**src/ali_axis_regs.svh**
```systemverilog
// Register offsets, field positions, reset values and bit masks of the axis block.
// Assumes a 32-bit word port with byte offsets that are multiples of four.
`ifndef ALI_AXIS_REGS_SVH
`define ALI_AXIS_REGS_SVH

`define ALI_OFS_CTRL      8'h00
`define ALI_OFS_PLIM      8'h04
`define ALI_OFS_NLIM      8'h08
`define ALI_OFS_EVT_MASK  8'h0c
`define ALI_OFS_EVT_STAT  8'h10
`define ALI_OFS_ERR_STAT  8'h14
`define ALI_OFS_IDLE_CNT  8'h18
`define ALI_OFS_STATE     8'h1c

`define ALI_CTRL_INT_EN   0
`define ALI_CTRL_SL_EN    1
`define ALI_CTRL_SL_DECEL 2
`define ALI_CTRL_IDLE_EN  3

`define ALI_RST_PLIM      32'h7fffffff
`define ALI_RST_NLIM      32'h80000000
`define ALI_RST_MASK      32'h00000000
`define ALI_RST_IDLE      16'h0000

`define ALI_EVT_VALID     32'h0005dcf7
`define ALI_ERR_VALID     32'h0003f7eb
`define ALI_EVT_TRIG_BIT  12
`define ALI_EVT_LTC_BIT   14
`define ALI_ERR_SLP_BIT   0
`define ALI_ERR_SLN_BIT   1

`endif

```
**src/ali_axis_pkg.sv**
```systemverilog
// Types shared by the axis limit, interrupt and idling logic.
// Assumes the offsets and masks of ali_axis_regs.svh.
package ali_axis_pkg;

    typedef enum logic [1:0] {
        ALI_IDLE_WAIT,
        ALI_IDLE_RUN,
        ALI_IDLE_ACCEL
    } ali_idle_st_t;

    typedef struct packed {
        logic idle_en;
        logic sl_decel;
        logic sl_en;
        logic int_en;
    } ali_ctrl_t;

    // Register port request
    typedef struct packed {
        logic [7:0]  addr;
        logic [31:0] wdata;
        logic        wr;
        logic        rd;
    } ali_bus_req_t;

    // Start, position mode and speed ticks of a move as seen by the pulse generator
    typedef struct packed {
        logic start;
        logic accdec;
        logic pos_mode;
        logic sp_tick;
    } ali_move_t;

endpackage : ali_axis_pkg

```
**src/ali_axis.sv**
```systemverilog
// Per-axis software limits, interrupt cause words and idling pulse stage.
// Assumes all inputs synchronous to i_ref_clk and cause inputs as one-cycle pulses.
`include "ali_axis_regs.svh"

module ali_axis #(
    parameter int AXIS_INDEX = 0
) (
    // Clock and reset
    input  wire logic                   i_ref_clk,
    input  wire logic                   i_reset_n,
    // Register port
    input  wire ali_axis_pkg::ali_bus_req_t i_bus,
    output logic [31:0]                 o_rdata,
    // Position and causes
    input  wire logic [31:0]            i_cmd_pos,
    input  wire logic [31:0]            i_evt_cause,
    input  wire logic [31:0]            i_err_cause,
    // Move and idling
    input  wire ali_axis_pkg::ali_move_t i_move,
    output logic                        o_hold_accel,
    output logic                        o_idle_pulse,
    output logic                        o_dist_credit,
    output logic                        o_accel_go,
    // Stop and interrupt
    output logic                        o_stop_now,
    output logic                        o_stop_decel,
    output logic                        o_irq
);
    import ali_axis_pkg::*;

    typedef struct packed {
        ali_ctrl_t    ctrl;
        logic [31:0]  plim;
        logic [31:0]  nlim;
        logic [31:0]  mask;
        logic [31:0]  evt;
        logic [31:0]  err;
        logic [15:0]  idle_cnt;
        logic [15:0]  idle_left;
        ali_idle_st_t st;
        logic         hit_p;
        logic         hit_n;
        logic [31:0]  rdata;
        logic         stop_now;
        logic         stop_decel;
        logic         irq;
        logic         idle_pulse;
        logic         dist_credit;
        logic         accel_go;
        logic         hold_accel;
    } ali_state_t;

    ali_state_t q;
    ali_state_t d;

    // Per-axis implemented event bits; trigger only on axes 0/1, latch on 2/3
    function automatic logic [31:0] evt_valid(input int axis);
        logic [31:0] m;
        m = `ALI_EVT_VALID;
        if (axis > 1) begin
            m[`ALI_EVT_TRIG_BIT] = 1'b0;
        end
        if (axis < 2) begin
            m[`ALI_EVT_LTC_BIT] = 1'b0;
        end
        return m;
    endfunction : evt_valid

    localparam logic [31:0] EVT_OK = evt_valid(AXIS_INDEX);

    logic        hit_p;
    logic        hit_n;
    logic        rd_evt;
    logic        rd_err;
    logic [31:0] evt_set;
    logic [31:0] err_set;

    // Signed compare against command position only
    assign hit_p  = q.ctrl.sl_en && ($signed(i_cmd_pos) >= $signed(q.plim));
    assign hit_n  = q.ctrl.sl_en && ($signed(i_cmd_pos) <= $signed(q.nlim));
    assign rd_evt = i_bus.rd && (i_bus.addr == `ALI_OFS_EVT_STAT);
    assign rd_err = i_bus.rd && (i_bus.addr == `ALI_OFS_ERR_STAT);

    always_comb begin
        // Event causes map straight onto their bit positions
        evt_set = i_evt_cause & EVT_OK;
        err_set = i_err_cause & `ALI_ERR_VALID;
        // Edge only, so a parked axis does not refill the word after each read
        err_set[`ALI_ERR_SLP_BIT] = hit_p && !q.hit_p;
        err_set[`ALI_ERR_SLN_BIT] = hit_n && !q.hit_n;
    end

    always_comb begin
        d = q;
        d.hit_p       = hit_p;
        d.hit_n       = hit_n;
        d.rdata       = 32'h00000000;
        d.idle_pulse  = 1'b0;
        d.dist_credit = 1'b0;
        d.accel_go    = 1'b0;

        // Register writes
        if (i_bus.wr) begin
            case (i_bus.addr)
                `ALI_OFS_CTRL:     d.ctrl = ali_ctrl_t'(i_bus.wdata[3:0]);
                `ALI_OFS_PLIM:     d.plim = i_bus.wdata;
                `ALI_OFS_NLIM:     d.nlim = i_bus.wdata;
                `ALI_OFS_EVT_MASK: d.mask = i_bus.wdata & EVT_OK;
                `ALI_OFS_IDLE_CNT: d.idle_cnt = i_bus.wdata[15:0];
                default:           d.plim = q.plim;
            endcase
        end

        // Register reads, data in the following cycle
        if (i_bus.rd) begin
            case (i_bus.addr)
                `ALI_OFS_CTRL:     d.rdata = {28'h0000000, q.ctrl};
                `ALI_OFS_PLIM:     d.rdata = q.plim;
                `ALI_OFS_NLIM:     d.rdata = q.nlim;
                `ALI_OFS_EVT_MASK: d.rdata = q.mask;
                `ALI_OFS_EVT_STAT: d.rdata = q.evt;
                `ALI_OFS_ERR_STAT: d.rdata = q.err;
                `ALI_OFS_IDLE_CNT: d.rdata = {16'h0000, q.idle_cnt};
                `ALI_OFS_STATE:    d.rdata = {26'h0000000, q.st, q.hit_n, q.hit_p,
                                              q.stop_now | q.stop_decel, q.irq};
                default:           d.rdata = 32'h00000000;
            endcase
        end

        // Sticky until read; a cause in the read cycle survives the clear
        d.evt = (rd_evt ? 32'h00000000 : q.evt) | evt_set;
        d.err = (rd_err ? 32'h00000000 : q.err) | err_set;

        // Limit reaction mirrors a hardware end limit
        d.stop_now   = (hit_p || hit_n) && !q.ctrl.sl_decel;
        d.stop_decel = (hit_p || hit_n) && q.ctrl.sl_decel;

        // Errors bypass the mask, events do not
        d.irq = q.ctrl.int_en && (|(q.evt & q.mask) || |q.err);

        // Idling stage ahead of acceleration
        case (q.st)
            ALI_IDLE_WAIT: begin
                if (i_move.start && i_move.accdec) begin
                    if (q.ctrl.idle_en && q.idle_cnt > 16'h0001) begin
                        d.st        = ALI_IDLE_RUN;
                        d.idle_left = q.idle_cnt - 16'h0001;
                    end else begin
                        d.st       = ALI_IDLE_ACCEL;
                        d.accel_go = 1'b1;
                    end
                end
            end
            ALI_IDLE_RUN: begin
                if (i_move.sp_tick) begin
                    d.idle_pulse  = 1'b1;
                    d.dist_credit = i_move.pos_mode;
                    d.idle_left   = q.idle_left - 16'h0001;
                    if (q.idle_left == 16'h0001) begin
                        d.st       = ALI_IDLE_ACCEL;
                        d.accel_go = 1'b1;
                    end
                end
            end
            ALI_IDLE_ACCEL: begin
                // A limit stop ends the move, as does the next start
                if (q.stop_now || q.stop_decel || i_move.start) begin
                    d.st = ALI_IDLE_WAIT;
                end
            end
            default: d.st = ALI_IDLE_WAIT;
        endcase
        // Registered copy of the state, so the pin is glitch free
        d.hold_accel = (d.st == ALI_IDLE_RUN);
    end

    always_ff @(posedge i_ref_clk) begin
        if (!i_reset_n) begin
            q          <= '0;
            q.plim     <= `ALI_RST_PLIM;
            q.nlim     <= `ALI_RST_NLIM;
            q.mask     <= `ALI_RST_MASK;
            q.idle_cnt <= `ALI_RST_IDLE;
            q.st       <= ALI_IDLE_WAIT;
        end else begin
            q <= d;
        end
    end

    assign o_rdata       = q.rdata;
    assign o_hold_accel  = q.hold_accel;
    assign o_idle_pulse  = q.idle_pulse;
    assign o_dist_credit = q.dist_credit;
    assign o_accel_go    = q.accel_go;
    assign o_stop_now    = q.stop_now;
    assign o_stop_decel  = q.stop_decel;
    assign o_irq         = q.irq;
endmodule : ali_axis

```
**config.mk**
```make
export PLATFORM = sky130hd
export DESIGN_NAME = ali_axis
export DESIGN_NICKNAME = d
export VERILOG_FILES = /design/src/ali_axis_pkg.sv /design/src/ali_axis.sv
export VERILOG_INCLUDE_DIRS = /design/src /design/src/src
export SDC_FILE = /design/constraint.sdc
export NUM_CORES = 1
export LEC_CHECK = 0
export BUFFER_PORTS_ARGS = -buffer_cell sky130_fd_sc_hd__buf_4
export CAP_MARGIN = 40
export CORE_MARGIN = 4
export CORE_UTILIZATION = 25
export CTS_BUF_LIST = sky130_fd_sc_hd__clkbuf_8
export DETAILED_ROUTE_END_ITERATION = 10
export GPL_ROUTABILITY_DRIVEN = 1
export PLACE_DENSITY = 0.5
export SETUP_SLACK_MARGIN = 0.3
export SYNTH_ARGS = -nofsm -noshare
export SYNTH_HDL_FRONTEND = slang
export SYNTH_SLANG_ARGS = --single-unit
export TNS_END_PERCENT = 10
```
**constraint.sdc**
```tcl
create_clock -name i_ref_clk -period 3.55 [get_ports i_ref_clk]
set_clock_uncertainty 0.2 [all_clocks]
set_input_delay 0.71 -clock i_ref_clk [delete_from_list [all_inputs] [get_ports i_ref_clk]]
set_output_delay 0.71 -clock i_ref_clk [all_outputs]
set_load 0.01 [all_outputs]
```
==> results.py <==
metrics = {
    "status": {
        "status": "finished, final reports clean",
    },
    "detailed_routing": {
        "vias": 8666,
        "routed_wl_um": 32700,
        "drc": 0,
        "ant_nets": 0,
        "drtIter0Drc": 861,
        "viasPerCell": 5.05,
        "wl_per_cell_um": 19.1,
        "first_pass_iters": 6,
    },
    "worst_setup_path": {
        "crit_slowest_cell": "o41a_1",
        "required_ns": 3.80,
        "worstPathArrival_ns": 3.15,
        "cpPeakStageDelay_ns": 0.68,
        "crit_path_end_kind": "flop",
        "r2r-start": "q[65]",
        "start_kind": "flop",
        "r2r-end": "q[57]",
        "cp_max_fo": 20,
        "rr_worst_depth": 6,
        "crit_chain": "or4_4 > or2_1 > o21ai_1 > o41a_1 > o21ai_0 > a21oi_2",
        "crit_buf_inv": 0,
        "crit_type": "flop to flop",
        "rrSetupSlack_ns": 0.65,
        "cp_top_family": "compound AO/OA/AOI/OAI gates",
    },
    "job": {
        "cap_violations": 0,
    },
    "min_path": {
        "hold_start": "i_err_cause[6]",
        "hold_depth": 3,
        "min_path_type": "input pin to flop",
        "hold_path_end": "q[81]",
    },
    "grt": {
        "grt_pass1_vias": 8238,
        "grt_start_max_net_pins": 100,
        "grt_pass1_wl_um": 48900,
        "grt_overflow": 0,
        "antenna_found_initial": 3,
        "track_usage": 0.160,
    },
    "floorplanning": {
        "coreArea_um2": 36400,
        "floorplan.initialDensity": 0.253,
        "num_rows": 70,
        "die-area_um2": 40000,
        "io_pins": 183,
        "die_h_um": 200,
        "die_width_um": 200,
    },
    "cells_and_area": {
        "nNetsFinal": 1445,
        "fillCellCount": 3927,
        "area_growth_syn_to_layout_pct": 20.2,
        "drive_gt1_frac": 0.173,
        "mostFrequentLayoutCells": "dfxtp_1 (184), nand2_1 (173), buf_4 (166), a21oi_1 (143), inv_1 (72)",
        "final_common_cell": "dfxtp_1",
    },
    "sta": {
        "finalSetupTns_ns": 0,
        "period_share": 0.817,
        "slew_headroom": 0.508,
        "period_needed_ns": 2.90,
        "worstMarginPinSlew_ns": 0.738,
        "timing.hold.ws_ns": 0.207,
        "rsz0062_at_grt": "false",
        "fmax_mhz": 345,
        "drv_slew": 0,
        "setup_viol": 0,
        "hold_viol": 0,
    },
    "logic_synthesis": {
        "synth_area_leader_cell": "dfxtp_1",
        "yosys.cell_types.count": 55,
        "ys_ff_latch": 184,
        "ys_warn_count": 0,
        "synth_area_leaders": "dfxtp_1 (40%), ha_1 (9.2%), a21oi_1 (7.8%), nand2_1 (7.0%), a22oi_1 (5.1%)",
        "synthFlopType": "dfxtp_1",
        "syn_inst": 1146,
        "mappedNetlistArea_um2": 9210,
        "seq_area_frac_synth": 0.400,
        "syn_nets": 1358,
        "avgSynthCellArea_um2": 8.04,
        "synthArstFlopShare": 0,
        "netlist.area_leader.share": 0.400,
        "synth_edf_count": 0,
    },
    "clock_network": {
        "cts_root_buf": "clkbuf_8",
        "cts_setup_buffers": 0,
        "cts-buffers-inserted": 17,
        "cts_sinks": 184,
        "cts_resized": 0,
        "tritoncts": "built",
        "clock_latency_ns": 0.53,
        "holdBufCountCts": 0,
        "clk_pin_slew_ns": 0.11,
        "ctsHtreeMaxLevel": 4,
        "clock_path_buffers": 2,
    },
    "power_and_ir_drop": {
        "p_total_uw": 4030,
        "power_density_nw_per_um2": 364,
        "vdd_drop_max_mv": 0.243,
        "p_leak_uw": 0.00429,
    },
    "placed_design": {
        "dp_hpwl_um": 24000,
        "io_buffer_count": 144,
        "gp_congestion": 0.853,
    },
}
## synth_stat cells (4+ instances only)
master	number
buf_2	4
nand4_1	12
nand3_1	50
clkbuf_1	62
o21ai_0	25
xor2_1	4
a21oi_1	143
dfxtp_1	184
inv_1	73
buf_4	34
nand2b_1	4
nor2_1	72
o32ai_1	5
a211oi_1	4
nor3_1	21
ha_1	68
nor4_1	17
xnor2_1	9
a31oi_1	10
or3_1	9
nand2_1	173
o22ai_1	4
a22oi_1	63
a222oi_1	6
o21a_1	5
o211ai_1	34
## tightest hold or removal path: cells and delay by family
kind | cells | cell delay [ns]
buffers and inverters | 1 | 0.08
and+or+nand+nor | 1 | 0.07
AOI/OAI and AO/OA | 1 | 0.03
## power breakdown
| part | switching, µW | leakage [µW] | internal, µW | total, µW |
|---|---|---|---|---|
| clock | 936 | 0.000218 | 671 | 1610 |
| sequential | 32.1 | 0.00149 | 2090 | 2120 |
| combinational | 168 | 0.00258 | 137 | 305 |
## final cells by class
| type | instances | area, µm² | share of cell area |
|---|---|---|---|
| clock buffers | 17 | 234 | 0.0211 |
| flip-flops and latches | 184 | 3680 | 0.333 |
| inverters | 73 | 275 | 0.0249 |
| repair buffers | 169 | 1310 | 0.118 |
| clock inverters | 15 | 205 | 0.0185 |
| diodes | 2 | 5.00 | 0.000452 |
| well taps | 468 | 586 | 0.0529 |
| multi-input cells | 788 | 4770 | 0.431 |
## registers in the layout, summed over array words and instances, names as in the netlist
signal,cells
o_accel_go,1
o_dist_credit,1
o_hold_accel,1
o_idle_pulse,1
o_irq,1
o_rdata,32
o_stop_decel,1
o_stop_now,1
q,145
## how the worst max path moves through the flow
stage	startpoint	end	slack, ns	depth (start not counted)
after global routing	q[65]	q[49]	0.45	6
after detailed placement	i_cmd_pos[15]	o_stop_decel	0.33	9
after floorplan	i_cmd_pos[14]	o_stop_now	0.75	7
after global placement	i_cmd_pos[15]	o_stop_now	0.38	9
final	q[65]	q[57]	0.65	6
after CTS	q[65]	q[45]	0.64	6
## metal layers
metal / vias up / track usage / part of all wire
li1: 4206 / - / -
met1: 4133 / 0.218 / 0.46
met2: 283 / 0.253 / 0.45
met3: 44 / 0.0363 / 0.067
met4: 0 / 0.0481 / 0.023
met5: - / 0 / 0
## cells by family (layout without fill, tap and decap cells)
kind of cell,Yosys count,in the layout,synth area share
compound gates,324,324,0.222
fa+ha+maj,68,68,0.0924
xor+xnor,13,13,0.0124
flops,184,184,0.400
simple gates,383,383,0.189
other cells,0,2,0
buf+inv,174,274,0.0853
## through the flow
step / cells / setup WS, ns / cell area [µm²] / util
final: 1716 / 0.649 / 11100 / 0.304
after global routing: 1716 / 0.451 / 11100 / 0.304
after CTS: 1714 / 0.644 / 11100 / 0.304
after detailed placement: 1682 / 0.329 / 10600 / 0.292
after global placement: 1682 / 0.378 / 10600 / 0.292
after floorplan: 1146 / 0.748 / 9210 / -
No activity file was read; power rests on OpenSTA's default activity.
